File: src/core/ptc_params.svh
// register map, field positions and reset values for the port t clock-out and interrupt control slice
`ifndef PTC_PARAMS_SVH
`define PTC_PARAMS_SVH
`define PTC_OFF_PORT_T_DATA 12'h0240
`define PTC_OFF_PORT_T_DIR 12'h0242
`define PTC_OFF_PORT_T_INPUT 12'h0241
`define PTC_OFF_CLK_CTL 12'h0030
`define PTC_OFF_IRQ_CTL 12'h0034
`define PTC_OFF_RESERVED 12'h0038
`define PTC_OFF_IRQ_STATUS 12'h0040
`define PTC_OFF_IRQ_MASK 12'h0044
`define PTC_OFF_SVC 12'h0048
`define PTC_BIT_CLK_DISABLE 7
`define PTC_BIT_PREDIV 5
`define PTC_BIT_EDGE_SEL 7
`define PTC_BIT_IRQ_CONNECT 6
`define PTC_BIT_NMI_CONNECT 5
`define PTC_RST_CLK_CTL 8'h00
`define PTC_RST_IRQ_CTL 8'h40
`define PTC_RST_BYTE 8'h00
`define PTC_PREDIV_LAST 4'hf
`define PTC_RATE_MSB 4
`define PTC_STAT_COUNT 3
`define PTC_RESP_OKAY 2'b00
`define PTC_RESP_SLVERR 2'b10
`endif

File: src/core/ptc_pkg.sv
// shared types for the port t clock-out and interrupt control slice
package ptc_pkg;
  typedef logic [7:0] ptc_byte_type;
  typedef enum logic [1:0] {
    PTC_STAT_IRQ_EDGE,
    PTC_STAT_IRQ_LEVEL,
    PTC_STAT_NMI
  } ptc_event_type;
endpackage : ptc_pkg

File: src/core/ptc_port_t_clockout_irq_ctrl.sv
// port t data, free-running clock output and external interrupt pin control behind axi4-lite
`include "ptc_params.svh"
module ptc_port_t_clockout_irq_ctrl
  import ptc_pkg::*;
(
  input wire logic aclk,
  input wire logic aresetn,
  input wire logic clk_en,
  input wire logic special_mode,
  input wire logic [11:0] s_axi_awaddr,
  input wire logic s_axi_awvalid,
  output logic s_axi_awready,
  input wire logic [31:0] s_axi_wdata,
  input wire logic [3:0] s_axi_wstrb,
  input wire logic s_axi_wvalid,
  output logic s_axi_wready,
  output logic [1:0] s_axi_bresp,
  output logic s_axi_bvalid,
  input wire logic s_axi_bready,
  input wire logic [11:0] s_axi_araddr,
  input wire logic s_axi_arvalid,
  output logic s_axi_arready,
  output logic [31:0] s_axi_rdata,
  output logic [1:0] s_axi_rresp,
  output logic s_axi_rvalid,
  input wire logic s_axi_rready,
  output logic ext_clock_out,
  input wire logic interrupt_pin_n,
  input wire logic nonmaskable_interrupt_pin_n,
  output logic irq_request,
  output logic nmi_request,
  output logic irq,
  input wire logic [7:0] port_t_pin_in,
  output logic [7:0] port_t_pin_out,
  output logic [7:0] port_t_pin_oe,
  input wire logic [7:0] segment_enable,
  input wire logic [7:0] segment_out,
  input wire logic [7:0] timer_enable,
  input wire logic [7:0] timer_out
);
  ////////////////////////////////////////////////////////////////////////////
  // registers and state
  ptc_byte_type port_t_data;
  ptc_byte_type port_t_direction;
  ptc_byte_type clock_output_control;
  ptc_byte_type external_interrupt_control;
  logic edge_written;
  logic nmi_written;
  logic [`PTC_STAT_COUNT-1:0] irq_status;
  logic [`PTC_STAT_COUNT-1:0] irq_mask;
  logic [7:0] pin_meta;
  logic [7:0] port_t_input;
  logic [1:0] irq_meta;
  logic [1:0] irq_sync;
  logic irq_prev;
  logic edge_pending;
  logic [4:0] rate_count;
  logic [3:0] prediv_count;
  logic aw_held;
  logic w_held;
  logic [11:0] aw_addr;
  logic [31:0] w_data;
  logic [3:0] w_strb;
  logic do_write;
  logic svc_write;
  logic edge_event;
  logic level_req;
  logic nmi_req;
  logic rate_tick;
  logic next_clk;
  ptc_byte_type eff_dir;
  ptc_byte_type next_pin_out;
  ptc_byte_type port_t_read;
  logic [31:0] next_rdata;
  logic next_rerr;
  logic status_write;
  logic [`PTC_STAT_COUNT-1:0] status_set;
  logic [`PTC_STAT_COUNT-1:0] status_clear;
  ////////////////////////////////////////////////////////////////////////////
  // axi4-lite write path
  assign do_write = aw_held && w_held && !s_axi_bvalid;
  assign svc_write = do_write && aw_addr == `PTC_OFF_SVC && w_strb[0] && w_data[0];
  // address channel, ready low from acceptance until the response is taken
  always_ff @(posedge aclk) begin
    if (!aresetn) begin
      aw_held <= 1'b0;
      aw_addr <= '0;
      s_axi_awready <= 1'b0;
    end else if (clk_en) begin
      if (s_axi_awvalid && s_axi_awready) begin
        aw_held <= 1'b1;
        aw_addr <= s_axi_awaddr;
        s_axi_awready <= 1'b0;
      end else begin
        s_axi_awready <= !aw_held && !s_axi_bvalid;
        if (do_write) begin
          aw_held <= 1'b0;
        end
      end
    end
  end
  // data channel, same discipline as the address channel
  always_ff @(posedge aclk) begin
    if (!aresetn) begin
      w_held <= 1'b0;
      w_data <= '0;
      w_strb <= '0;
      s_axi_wready <= 1'b0;
    end else if (clk_en) begin
      if (s_axi_wvalid && s_axi_wready) begin
        w_held <= 1'b1;
        w_data <= s_axi_wdata;
        w_strb <= s_axi_wstrb;
        s_axi_wready <= 1'b0;
      end else begin
        s_axi_wready <= !w_held && !s_axi_bvalid;
        if (do_write) begin
          w_held <= 1'b0;
        end
      end
    end
  end
  // response, offered once both halves are held
  always_ff @(posedge aclk) begin
    if (!aresetn) begin
      s_axi_bvalid <= 1'b0;
      s_axi_bresp <= `PTC_RESP_OKAY;
    end else if (clk_en) begin
      if (do_write) begin
        s_axi_bvalid <= 1'b1;
        case (aw_addr)
          `PTC_OFF_PORT_T_DATA, `PTC_OFF_PORT_T_DIR, `PTC_OFF_PORT_T_INPUT, `PTC_OFF_CLK_CTL,
          `PTC_OFF_IRQ_CTL, `PTC_OFF_RESERVED, `PTC_OFF_IRQ_STATUS, `PTC_OFF_IRQ_MASK,
          `PTC_OFF_SVC: s_axi_bresp <= `PTC_RESP_OKAY;
          default: s_axi_bresp <= `PTC_RESP_SLVERR;
        endcase
      end else if (s_axi_bvalid && s_axi_bready) begin
        s_axi_bvalid <= 1'b0;
      end
    end
  end
  ////////////////////////////////////////////////////////////////////////////
  // software registers
  always_ff @(posedge aclk) begin
    if (!aresetn) begin
      port_t_data <= `PTC_RST_BYTE;
      port_t_direction <= `PTC_RST_BYTE;
      clock_output_control <= `PTC_RST_CLK_CTL;
      irq_mask <= '0;
    end else if (clk_en && do_write && w_strb[0]) begin
      if (aw_addr == `PTC_OFF_PORT_T_DATA) begin
        port_t_data <= w_data[7:0];
      end
      if (aw_addr == `PTC_OFF_PORT_T_DIR) begin
        port_t_direction <= w_data[7:0];
      end
      if (aw_addr == `PTC_OFF_CLK_CTL) begin
        clock_output_control <= w_data[7:0];
      end
      if (aw_addr == `PTC_OFF_IRQ_MASK) begin
        irq_mask <= w_data[`PTC_STAT_COUNT-1:0];
      end
    end
  end
  always_ff @(posedge aclk) begin
    if (!aresetn) begin
      external_interrupt_control <= `PTC_RST_IRQ_CTL;
      edge_written <= 1'b0;
      nmi_written <= 1'b0;
    end else if (clk_en && do_write && w_strb[0] && aw_addr == `PTC_OFF_IRQ_CTL) begin
      external_interrupt_control[`PTC_BIT_IRQ_CONNECT] <= w_data[`PTC_BIT_IRQ_CONNECT];
      if (special_mode || !edge_written) begin
        external_interrupt_control[`PTC_BIT_EDGE_SEL] <= w_data[`PTC_BIT_EDGE_SEL];
        edge_written <= 1'b1;
      end
      if (special_mode || !nmi_written) begin
        external_interrupt_control[`PTC_BIT_NMI_CONNECT] <= w_data[`PTC_BIT_NMI_CONNECT];
        nmi_written <= 1'b1;
      end
    end
  end
  ////////////////////////////////////////////////////////////////////////////
  // pin synchronisers
  always_ff @(posedge aclk) begin
    if (!aresetn) begin
      pin_meta <= '0;
      port_t_input <= '0;
      irq_meta <= 2'b11;
      irq_sync <= 2'b11;
      irq_prev <= 1'b1;
    end else if (clk_en) begin
      pin_meta <= port_t_pin_in;
      port_t_input <= pin_meta;
      irq_meta <= {nonmaskable_interrupt_pin_n, interrupt_pin_n};
      irq_sync <= irq_meta;
      irq_prev <= irq_sync[0];
    end
  end
  ////////////////////////////////////////////////////////////////////////////
  // external interrupt logic
  assign edge_event = external_interrupt_control[`PTC_BIT_EDGE_SEL] && irq_prev && !irq_sync[0];
  assign level_req = !external_interrupt_control[`PTC_BIT_EDGE_SEL] && !irq_sync[0];
  assign nmi_req = external_interrupt_control[`PTC_BIT_NMI_CONNECT] && !irq_sync[1];
  always_ff @(posedge aclk) begin
    if (!aresetn) begin
      edge_pending <= 1'b0;
    end else if (clk_en) begin
      if (edge_event) edge_pending <= 1'b1;
      else if (svc_write) edge_pending <= 1'b0;
    end
  end
  always_ff @(posedge aclk) begin
    if (!aresetn) begin
      irq_request <= 1'b0;
      nmi_request <= 1'b0;
    end else if (clk_en) begin
      irq_request <= external_interrupt_control[`PTC_BIT_IRQ_CONNECT] && (edge_pending || level_req);
      nmi_request <= nmi_req;
    end
  end
  assign status_write = do_write && w_strb[0] && aw_addr == `PTC_OFF_IRQ_STATUS;
  assign status_set[PTC_STAT_IRQ_EDGE] = edge_event;
  assign status_set[PTC_STAT_IRQ_LEVEL] = level_req;
  assign status_set[PTC_STAT_NMI] = nmi_req;
  assign status_clear = status_write ? w_data[`PTC_STAT_COUNT-1:0] : '0;
  // one sticky bit per event, a new event beats a clear in the same cycle
  genvar si;
  generate
    for (si = 0; si < `PTC_STAT_COUNT; si++) begin : g_status
      always_ff @(posedge aclk) begin
        if (!aresetn) begin
          irq_status[si] <= 1'b0;
        end else if (clk_en) begin
          if (status_set[si]) begin
            irq_status[si] <= 1'b1;
          end else if (status_clear[si]) begin
            irq_status[si] <= 1'b0;
          end
        end
      end
    end
  endgenerate
  always_ff @(posedge aclk) begin
    if (!aresetn) begin
      irq <= 1'b0;
    end else if (clk_en) begin
      irq <= |(irq_status & irq_mask);
    end
  end
  ////////////////////////////////////////////////////////////////////////////
  // clock output divider
  assign rate_tick = rate_count == clock_output_control[`PTC_RATE_MSB:0];
  always_ff @(posedge aclk) begin
    if (!aresetn) begin
      rate_count <= '0;
    end else if (clk_en) begin
      rate_count <= rate_tick ? 5'h00 : rate_count + 5'h01;
    end
  end
  // the predivide stage advances once per divided period
  always_ff @(posedge aclk) begin
    if (!aresetn) begin
      prediv_count <= '0;
    end else if (clk_en && rate_tick) begin
      prediv_count <= prediv_count + 4'h1;
    end
  end
  always_ff @(posedge aclk) begin
    if (!aresetn) begin
      ext_clock_out <= 1'b0;
    end else if (clk_en) begin
      ext_clock_out <= next_clk;
    end
  end
  always_comb begin
    next_clk = 1'b0;
    if (!clock_output_control[`PTC_BIT_CLK_DISABLE]) begin
      if (clock_output_control[`PTC_BIT_PREDIV]) next_clk = rate_tick && prediv_count == `PTC_PREDIV_LAST;
      else next_clk = rate_tick;
    end
  end
  ////////////////////////////////////////////////////////////////////////////
  // port t pin muxing, one generate entry per pin
  genvar gi;
  generate
    for (gi = 0; gi < 8; gi++) begin : g_pin
      always_comb begin
        if (segment_enable[gi]) begin
          eff_dir[gi] = 1'b0;
          next_pin_out[gi] = segment_out[gi];
        end else if (timer_enable[gi]) begin
          eff_dir[gi] = 1'b1;
          next_pin_out[gi] = timer_out[gi];
        end else begin
          eff_dir[gi] = port_t_direction[gi];
          next_pin_out[gi] = port_t_data[gi];
        end
        port_t_read[gi] = port_t_direction[gi] ? port_t_data[gi] : port_t_input[gi];
      end
    end
  endgenerate
  always_ff @(posedge aclk) begin
    if (!aresetn) begin
      port_t_pin_out <= '0;
      port_t_pin_oe <= '0;
    end else if (clk_en) begin
      port_t_pin_out <= next_pin_out;
      port_t_pin_oe <= eff_dir;
    end
  end
  ////////////////////////////////////////////////////////////////////////////
  // axi4-lite read path
  always_comb begin
    next_rdata = '0;
    next_rerr = 1'b0;
    case (s_axi_araddr)
      `PTC_OFF_PORT_T_DATA: next_rdata[7:0] = port_t_read;
      `PTC_OFF_PORT_T_INPUT: next_rdata[7:0] = port_t_input;
      `PTC_OFF_PORT_T_DIR: next_rdata[7:0] = port_t_direction;
      `PTC_OFF_CLK_CTL: next_rdata[7:0] = clock_output_control;
      `PTC_OFF_IRQ_CTL: next_rdata[7:0] = external_interrupt_control;
      `PTC_OFF_RESERVED, `PTC_OFF_SVC: next_rdata = '0;
      `PTC_OFF_IRQ_STATUS: next_rdata[2:0] = irq_status;
      `PTC_OFF_IRQ_MASK: next_rdata[2:0] = irq_mask;
      default: next_rerr = 1'b1;
    endcase
  end
  always_ff @(posedge aclk) begin
    if (!aresetn) begin
      s_axi_arready <= 1'b0;
    end else if (clk_en) begin
      if (s_axi_arvalid && s_axi_arready) begin
        s_axi_arready <= 1'b0;
      end else begin
        s_axi_arready <= !s_axi_rvalid;
      end
    end
  end
  always_ff @(posedge aclk) begin
    if (!aresetn) begin
      s_axi_rvalid <= 1'b0;
    end else if (clk_en) begin
      if (s_axi_arvalid && s_axi_arready) begin
        s_axi_rvalid <= 1'b1;
      end else if (s_axi_rvalid && s_axi_rready) begin
        s_axi_rvalid <= 1'b0;
      end
    end
  end
  // read data and response are captured with the address and stand until taken
  always_ff @(posedge aclk) begin
    if (!aresetn) begin
      s_axi_rdata <= '0;
      s_axi_rresp <= `PTC_RESP_OKAY;
    end else if (clk_en && s_axi_arvalid && s_axi_arready) begin
      s_axi_rdata <= next_rdata;
      s_axi_rresp <= next_rerr ? `PTC_RESP_SLVERR : `PTC_RESP_OKAY;
    end
  end
endmodule : ptc_port_t_clockout_irq_ctrl

File: config.mk
export PLATFORM = sky130hd
export DESIGN_NAME = ptc_port_t_clockout_irq_ctrl
export DESIGN_NICKNAME = d
export VERILOG_FILES = /design/src/core/ptc_pkg.sv /design/src/core/ptc_port_t_clockout_irq_ctrl.sv
export VERILOG_INCLUDE_DIRS = /design/src /design/src/core
export SDC_FILE = /design/constraint.sdc
export NUM_CORES = 1
export LEC_CHECK = 0
export BUFFER_PORTS_ARGS = -buffer_cell sky130_fd_sc_hd__buf_2
export CAP_MARGIN = 20
export CORE_ASPECT_RATIO = 2
export CORE_MARGIN = 2
export CORE_UTILIZATION = 47
export CTS_CLUSTER_DIAMETER = 60
export DETAILED_ROUTE_END_ITERATION = 10
export GPL_TIMING_DRIVEN = 0
export MAX_ROUTING_LAYER = met4
export PLACE_DENSITY = 0.87
export REMOVE_ABC_BUFFERS = 1
export SYNTH_ARGS = -nofsm -noshare
export SYNTH_HDL_FRONTEND = slang
export SYNTH_SLANG_ARGS = --single-unit
File: constraint.sdc
create_clock -name aclk -period 1.7 [get_ports aclk]
set_input_delay 0.255 -clock aclk [delete_from_list [all_inputs] [get_ports aclk]]
set_output_delay 0.255 -clock aclk [all_outputs]
set_load 0.01 [all_outputs]
==> results of run 1 <==
[registers in the layout, summed over array words and instances (netlist names), 4 cells and up]
register	flops
port_t_pin_out	8
prediv_count	4
clock_output_control	8
pin_meta	8
port_t_data	8
aw_addr	12
port_t_input	8
w_data	8
port_t_direction	8
port_t_pin_oe	8
s_axi_rdata	8
rate_count	5
[power breakdown]
part / switching, mW / leakage, nW / internal [mW]
Combinational: 0.329 / 1.63 / 0.220
Clock: 1.26 / 0.281 / 2.26
Sequential: 0.0540 / 1.01 / 2.99
[layer usage]
layer	global-route usage, %	up-vias	part of all wire [%]
li1	-	2506	-
met1	24.4	2444	33
met2	43.8	267	54
met3	4.93	86	5.4
met4	19.9	0	7.0
met5	-	-	0
[kinds of logic (layout without fill, tap and decap cells)]
family,Yosys count,in the layout,synth area share (%)
compound gates,123,123,12.8
xor+xnor,6,6,0.930
fa+ha+maj,2,2,0.443
buf+inv,72,171,6.62
flops,124,124,43.9
mux,70,70,12.4
other cells,1,27,0.0663
simple gates,264,265,22.8
[worst min-delay path by stage]
stage / to / slack, ps / cells after the start
4_1_cts: irq_meta[1] / 50 / 3
3_5_place_dp: nmi_written / 450 / 1
3_3_place_gp: edge_written / 440 / 1
6_report: irq_meta[1] / 50 / 3
2_1_floorplan: irq_meta[0] / 320 / 1
5_1_grt: aw_addr[3] / 80 / 3
[cell type report]
cell class / count / area [µm²] / share of cell area [%]
multi-input cells: 492 / 2960 / 42.4
flip-flops and latches: 124 / 2480 / 35.7
repair buffers: 126 / 722 / 10.4
clock buffers: 25 / 485 / 6.97
well taps: 145 / 181 / 2.60
clock inverters: 7 / 87.6 / 1.26
inverters: 13 / 48.8 / 0.700
diodes: 1 / 2.50 / 0.0359
[per-stage QoR]
step	std cells	total power [mW]	utilization, %	setup slack [ps]
floorplan	628	3.35	-	-14.1
global placement	891	3.61	52.9	-1360
detailed placement	893	3.63	53.3	-1120
CTS	927	7.12	58.8	39.3
global route	933	7.31	59.5	-23.9
finish	933	7.11	59.5	27.7
[placed cells by master (no fill, tap or decap), types with 13 or more instances in the layout]
cell,n
nand3_1,15
a21oi_1,55
conb_1,26
buf_2,116
nor3_1,13
nor2_1,59
o21ai_0,26
mux2i_1,69
dfxtp_1,123
nand2_1,107
clkbuf_16,17
[worst min-delay path, cell delays in order]
cell     delay, ps
buf_2           70
mux2i_1         50
nand2_1         60
[timing repair]
action / 4_1_cts / 5_1_grt
endpoints found under the hold margin: 0 / 0
resized for setup: 13 / 7
buffers inserted: 2 / 4
endpoints found under the setup margin: 70 / 25
cloned: 0 / 1
pin swaps: 3 / 3
==> results.json, run 1 <==
{
  "drv_cap": 0,
  "grt_use_total_pct": 25.8,
  "layout-drive-gt1-share_pct": 22.1,
  "synth_cell_type_count": 53,
  "hold_start": "nonmaskable_interrupt_pin_n",
  "worstPathCellList": "nor4bb_4, nand4_1, o311ai_1, o41ai_1",
  "rr_endpoint": "external_interrupt_control[5]",
  "grt_max_degree": 62,
  "die_w_um": 81.6,
  "numCtsBuffers": 17,
  "fin_crit_sh_pct": 98.4,
  "clock_sinks": 124,
  "avgSynthCellArea_um2": 8.54,
  "rows": 56,
  "synth-seq-cells": 124,
  "wire_per_inst_um": 17.1,
  "fp.dieH_um": 159,
  "crit_family": "simple AND/OR/NAND/NOR gates",
  "whs_ps": 54.6,
  "slew_headroom_pct": 50.3,
  "cp_num_buf_inv": 0,
  "port_buffers": 118,
  "yosysMostFrequentCell": "dfxtp_1",
  "clock.fmax_ghz": 0.598,
  "pin_count": 172,
  "vias": 5303,
  "synth-main-ff-cell": "dfxtp_1",
  "initial_core_util_pct": 48.3,
  "path_max_fanout": 6,
  "path_clk_slew_ps": 60,
  "cp.required_ps": 1990,
  "synth_top_area_cell": "dfxtp_1",
  "synth_edf_count": 0,
  "r2r_slack_ps": 30,
  "fill_cells": 995,
  "postCtsHoldBufs": 0,
  "cp.arrival_ps": 1960,
  "gp_congestion": 0.955,
  "ys_seq_area_share_pct": 43.9,
  "p_leak_nw": 2.92,
  "critPathCapture": "external_interrupt_control[5]",
  "peakVddDrop_uv": 744,
  "grt_pass1_wl_mm": 24.8,
  "setup_viol_count_final": 0,
  "cp_num_cells": 4,
  "finalHoldViolCount": 0,
  "fp.dieArea_um2": 13000,
  "hold_class": "in2reg",
  "postPlaceCellArea_um2": 6230,
  "synth.top_cell.area_share_pct": 43.9,
  "finClkSkew_ps": 7.75,
  "fin_crit_ps": 1670,
  "fin_area_um2": 6970,
  "tightest_slew_ps": 739,
  "critPathKind": "reg2reg",
  "root_buffer": "clkbuf_16",
  "first_pass_iters": 7,
  "powerDensity_nw_per_um2": 1020,
  "synthCells": 662,
  "first_global_vias": 5137,
  "drt_iter0_drc": 529,
  "antenna_found_initial": 1,
  "worstReg2RegStart": "aw_addr[1]",
  "reg2reg_depth": 4,
  "netlist_area_um2": 5650,
  "routed_wl_mm": 16.0,
  "core_area_um2": 11700,
  "critPathLaunch": "aw_addr[1]",
  "drc": 0,
  "fin_nets": 887,
  "synthTopCellsByCount": "124 x dfxtp_1, 108 x nand2_1, 70 x mux2i_1",
  "rsz0062_at_grt": "yes",
  "max_stage_delay_ps": 390,
  "status": "completed",
  "setup_tns_ps": 0,
  "cts_max_path_buffers": 2,
  "synthArstFlopShare_pct": 0,
  "ant_nets": 0,
  "vias_per_cell": 5.68,
  "critPathSlowestCell": "dfxtp_1",
  "finalMaxSlewViolations": 0,
  "critPathLaunchType": "flip-flop",
  "grt.overflow.total": 0,
  "cp-end-kind": "flip-flop",
  "clk-insertion-delay-late_ps": 420,
  "ys_warn_count": 0,
  "synthTopCellsByArea": "dfxtp_1 44%, mux2i_1 12%, nand2_1 7.2%",
  "syn_to_final_growth_pct": 23.2,
  "cts_tree": "built",
  "post-dp-hpwl_mm": 11.0,
  "htree_levels": 4
}
No activity file was read; power rests on OpenSTA's default activity.
==> run 2, diff against run 1 <==
--- a/config.mk
+++ b/config.mk
@@ -14,6 +14,7 @@
 export CTS_CLUSTER_DIAMETER = 60
 export DETAILED_ROUTE_END_ITERATION = 10
 export GPL_TIMING_DRIVEN = 0
+export HOLD_SLACK_MARGIN = 0.12
 export MAX_ROUTING_LAYER = met4
 export PLACE_DENSITY = 0.87
 export REMOVE_ABC_BUFFERS = 1
==> results.json, run 2 (synthesis results as in run 1) <==
{
  "grt_pass1_wl_mm": 26.0,
  "htree_levels": 4,
  "pwr-share-comb_pct": 8.4,
  "p_seq_share_pct": 42.4,
  "whs_ps": 119,
  "dpl_worst_slack_ps": -1120,
  "drv_cap": 0,
  "rows": 56,
  "first_global_vias": 5387,
  "antenna_found_initial": 1,
  "worstReg2RegStart": "aw_addr[10]",
  "critPathLaunch": "aw_addr[10]",
  "finalMaxSlewViolations": 0,
  "critPathSlowestCell": "o311ai_1",
  "path_clk_slew_ps": 60,
  "cp-end-kind": "flip-flop",
  "fill_cells": 944,
  "wire_per_inst_um": 17.1,
  "cp_num_buf_inv": 1,
  "finalNonFillerCells": 961,
  "switching_share_pct": 23.2,
  "pin_count": 172,
  "clock.fmax_ghz": 0.596,
  "cp.arrival_ps": 1970,
  "dp.cells": 893,
  "core_area_um2": 11700,
  "crit_family": "simple AND/OR/NAND/NOR gates",
  "worstPathCellList": "nor4_4, buf_4, nand4_1, o311ai_1, o41ai_1",
  "regArea_um2": 2480,
  "initial_core_util_pct": 48.3,
  "largest_reg_flops": 12,
  "numCtsBuffers": 17,
  "fp.dieH_um": 159,
  "fin_crit_sh_pct": 98.8,
  "highest_layer": "met4",
  "cts_tree": "built",
  "grt_max_degree": 62,
  "die_w_um": 81.6,
  "p_leak_nw": 3.04,
  "ant_nets": 0,
  "post-dp-hpwl_mm": 11.0,
  "drc": 0,
  "drt_iter0_drc": 443,
  "rsz0062_at_grt": "yes",
  "clk-insertion-delay-late_ps": 420,
  "clock_sinks": 124,
  "hold_class": "in2reg",
  "fin_nets": 915,
  "layout-drive-gt1-share_pct": 21.3,
  "p_total_mw": 7.18,
  "p_int_mw": 5.51,
  "routed_wl_mm": 16.4,
  "final_cell_mix": "122 x dfxtp_1, 116 x buf_2, 107 x nand2_1, 69 x mux2i_1, 59 x nor2_1",
  "wl_met3_um": 868,
  "gp_congestion": 0.955,
  "drt-met1-wl_mm": 5.44,
  "postPlaceCellArea_um2": 6230,
  "critPathKind": "reg2reg",
  "setup_ws_ps": 21.0,
  "cts_max_path_buffers": 2,
  "cp.required_ps": 1990,
  "status": "completed",
  "fin_area_um2": 7250,
  "path_max_fanout": 7,
  "slew_headroom_pct": 51.8,
  "max_stage_delay_ps": 360,
  "grt_use_total_pct": 27.0,
  "regMostFlops": "aw_addr",
  "vias_per_cell": 5.68,
  "grt.overflow.total": 0,
  "finalHoldViolCount": 0,
  "first_pass_iters": 6,
  "syn_to_final_growth_pct": 28.2,
  "setup_viol_count_final": 0,
  "multi_input_area_um2": 2960,
  "port_buffers": 118,
  "wl_met2_mm": 8.86,
  "hold_start": "s_axi_wdata[4]",
  "peakVddDrop_uv": 747,
  "root_buffer": "clkbuf_16",
  "powerDensity_nw_per_um2": 991,
  "final_common_cell": "dfxtp_1",
  "vias": 5460,
  "fin_crit_ps": 1680,
  "p_switching_mw": 1.67,
  "fp.dieArea_um2": 13000,
  "critPathLaunchType": "flip-flop",
  "tightest_slew_ps": 718,
  "finClkSkew_ps": 6.56,
  "p_clk_share_pct": 49.2
}
-- run 2: per-stage QoR --
step	util, %	TNS (ps)
6_report	61.9	0
5_1_grt	61.9	-90.8
4_1_cts	61.3	0
3_5_place_dp	53.3	-59350
3_3_place_gp	52.9	-134570
2_1_floorplan	-	-113
-- run 2: metal layers --
| layer | GRT usage, % | up-vias |
|---|---|---|
| li1 | - | 2564 |
| met3 | 5.39 | 94 |
| met1 | 25.3 | 2544 |
| met5 | - | - |
| met4 | 20.3 | 0 |
| met2 | 46.1 | 258 |
-- run 2: path summary, 6_finish.rpt --
check,to,slack [ps],cells past startpoint
worst max-delay path,external_interrupt_control[5],20,5
worst min-delay path,w_data[4],120,3
worst max register to register,external_interrupt_control[5],20,5
worst min register to register,nmi_written,450,1
-- run 2: power groups by stage --
stage,Sequential [mW],Clock [mW],Combinational [mW]
2_1_floorplan,3.11,0,0.239
3_3_place_gp,3.10,0,0.513
3_5_place_dp,3.10,0,0.531
4_1_cts,3.04,3.54,0.594
5_1_grt,3.05,3.67,0.666
6_report,3.04,3.54,0.602
-- run 2: timing repair --
action                     in CTS  in global routing
setup endpoints to repair      70                 27
gates cloned                    0                  1
pin swaps                       3                  1
hold endpoints to repair       29                  0
gates resized for setup        13                  9
setup buffers                   2                  3
hold buffers                   29                  0
-- run 2: layout make-up --
type | count | share of cell area, %
flip-flops and latches | 124 | 34.3
well taps | 145 | 2.50
diodes | 1 | 0.0345
clock buffers | 25 | 6.70
inverters | 13 | 0.673
multi-input cells | 492 | 40.9
clock inverters | 7 | 1.21
repair buffers | 154 | 13.7
-- run 2: worst min-delay path: cells and delay by family --
kind | cells | cell delay (ps)
buf+inv | 1 | 110
compound gates | 1 | 60
simple gates | 1 | 60
==> run 3, diff against run 2 <==
--- a/config.mk
+++ b/config.mk
@@ -10,13 +10,14 @@
 export CAP_MARGIN = 20
 export CORE_ASPECT_RATIO = 2
 export CORE_MARGIN = 2
-export CORE_UTILIZATION = 47
+export CORE_UTILIZATION = 40
 export CTS_CLUSTER_DIAMETER = 60
+export CTS_CLUSTER_SIZE = 16
 export DETAILED_ROUTE_END_ITERATION = 10
 export GPL_TIMING_DRIVEN = 0
 export HOLD_SLACK_MARGIN = 0.12
 export MAX_ROUTING_LAYER = met4
-export PLACE_DENSITY = 0.87
+export PLACE_DENSITY = 0.77
 export REMOVE_ABC_BUFFERS = 1
 export SYNTH_ARGS = -nofsm -noshare
 export SYNTH_HDL_FRONTEND = slang
==> results.json, run 3 (synthesis results as in run 1) <==
{
  "cts_tree": "built",
  "fin_area_um2": 7340,
  "largest_reg_flops": 12,
  "grt_max_degree": 62,
  "final_cell_mix": "123 x dfxtp_1, 116 x buf_2, 108 x nand2_1, 70 x mux2i_1, 59 x nor2_1",
  "finClkSkew_ps": 10.0,
  "peakVddDrop_uv": 718,
  "finalNonFillerCells": 1007,
  "grt_use_total_pct": 21.9,
  "fin_crit_ps": 1710,
  "dp.cells": 937,
  "drt_iter0_drc": 452,
  "first_pass_iters": 5,
  "postPlaceCellArea_um2": 6290,
  "tightest_slew_ps": 698,
  "switching_share_pct": 23.8,
  "syn_to_final_growth_pct": 29.9,
  "busiest_layer": "met2",
  "p_int_mw": 5.73,
  "ant_nets": 0,
  "fin_nets": 917,
  "hold_class": "in2reg",
  "cp.required_ps": 2010,
  "post-dp-hpwl_mm": 11.1,
  "setup_tns_ps": -8.39,
  "worstReg2RegStart": "aw_addr[10]",
  "htree_levels": 4,
  "fin_crit_sh_pct": 100,
  "finalHoldViolCount": 0,
  "fp.dieH_um": 172,
  "die_w_um": 88.1,
  "rows": 61,
  "regMostFlops": "aw_addr",
  "cp-end-kind": "flip-flop",
  "p_clk_share_pct": 51.6,
  "initial_core_util_pct": 40.7,
  "utilization_pct": 52.9,
  "core_area_um2": 13900,
  "path_max_fanout": 8,
  "multi_input_area_um2": 2920,
  "rsz0062_at_grt": "yes",
  "grt_pass1_wl_mm": 24.5,
  "p_seq_share_pct": 40.4,
  "layout-drive-gt1-share_pct": 21.3,
  "clock_sinks": 124,
  "cp.arrival_ps": 2020,
  "p_switching_mw": 1.79,
  "powerDensity_nw_per_um2": 1020,
  "setup_ws_ps": -8.39,
  "cts_max_path_buffers": 2,
  "slew_headroom_pct": 53.4,
  "finalMaxSlewViolations": 0,
  "critPathLaunch": "aw_addr[10]",
  "vias": 5288,
  "root_buffer": "clkbuf_16",
  "use_met1_pct": 21.0,
  "p_total_mw": 7.52,
  "first_global_vias": 4980,
  "clock.fmax_ghz": 0.585,
  "status": "finished, violations left",
  "drc": 0,
  "grt_util_met2_pct": 40.0,
  "pwr-share-comb_pct": 8.0,
  "p_leak_nw": 3.06,
  "antenna_found_initial": 1,
  "hold_start": "s_axi_bready",
  "gp_congestion": 0.883,
  "violations": "setup timing",
  "critPathKind": "reg2reg",
  "pin_count": 172,
  "critPathLaunchType": "flip-flop",
  "port_buffers": 118,
  "fill_cells": 1318,
  "clk-insertion-delay-late_ps": 420,
  "grt.overflow.total": 0,
  "path_clk_slew_ps": 60,
  "final_common_cell": "dfxtp_1",
  "drv_cap": 0,
  "setup_viol_count_final": 1,
  "numCtsBuffers": 17,
  "regArea_um2": 2480,
  "fp.dieArea_um2": 15200,
  "vias_per_cell": 5.25,
  "wire_per_inst_um": 15.6,
  "grt.met3_usage_pct": 3.87,
  "routed_wl_mm": 15.7
}
==> run 3: cell count changes in the layout (fill, tap and decap cells not counted), moves of 2 or more <==
cell	delta
clkbuf_1	-5
inv_6	+4
clkbuf_8	-3
buf_4	+2
bufinv_16	+2
clkinv_2	-2
clkinv_4	+2
dlygate4sd3_1	+2
==> run 3: worst paths after layout <==
kind	endpoint	slack [ps]	cells past startpoint
hold / removal	s_axi_bvalid	140	4
setup / recovery	port_t_data[0]	-8	5
hold reg to reg	edge_written	450	1
setup reg to reg	port_t_data[0]	-8	5
==> run 3: what timing repair did <==
item,in CTS,in global routing
buffers inserted,3,3
hold buffers,31,0
setup endpoints to repair,70,26
endpoints found under the hold margin,31,0
gates resized for setup,11,3
pin swaps,3,1
==> run 3: stage by stage <==
step | setup WS (ps) | hold WS, ps
floorplan | -14.1 | 317
detailed placement | -889 | 445
global placement | -1470 | 438
CTS | 14.6 | 135
global route | -130 | 179
finish | -8.39 | 141
==> run 3: layout make-up <==
| type | instances | area share [%] |
|---|---|---|
| Inverter | 13 | 0.665 |
| Antenna cell | 1 | 0.0341 |
| Sequential cell | 124 | 33.8 |
| Clock inverter | 15 | 2.85 |
| Tap cell | 189 | 3.22 |
| Timing Repair Buffer | 157 | 13.8 |
| Multi-Input combinational cell | 491 | 39.8 |
| Clock buffer | 17 | 5.79 |
==> run 3: power by group through the flow <==
stage / Clock, mW / Combinational (mW) / Sequential (mW)
after CTS: 3.93 / 0.598 / 3.04
after floorplan: 0 / 0.239 / 3.11
after detailed placement: 0 / 0.534 / 3.10
after global routing: 4.06 / 0.670 / 3.05
final: 3.88 / 0.605 / 3.04
after global placement: 0 / 0.519 / 3.10
==> run 3: routing by layer <==
layer	wire length (µm)	up-vias
li1	-	2566
met1	5430	2474
met3	685	49
met5	0	-
met4	768	0
met2	8830	199
==> run 3: critical path, cell delays in order, from the launching register on <==
cell     delay [ps]
dfxtp_2         340
nor4_4          370
buf_4           170
nand4_1         130
or2_4           330
a31o_2          260
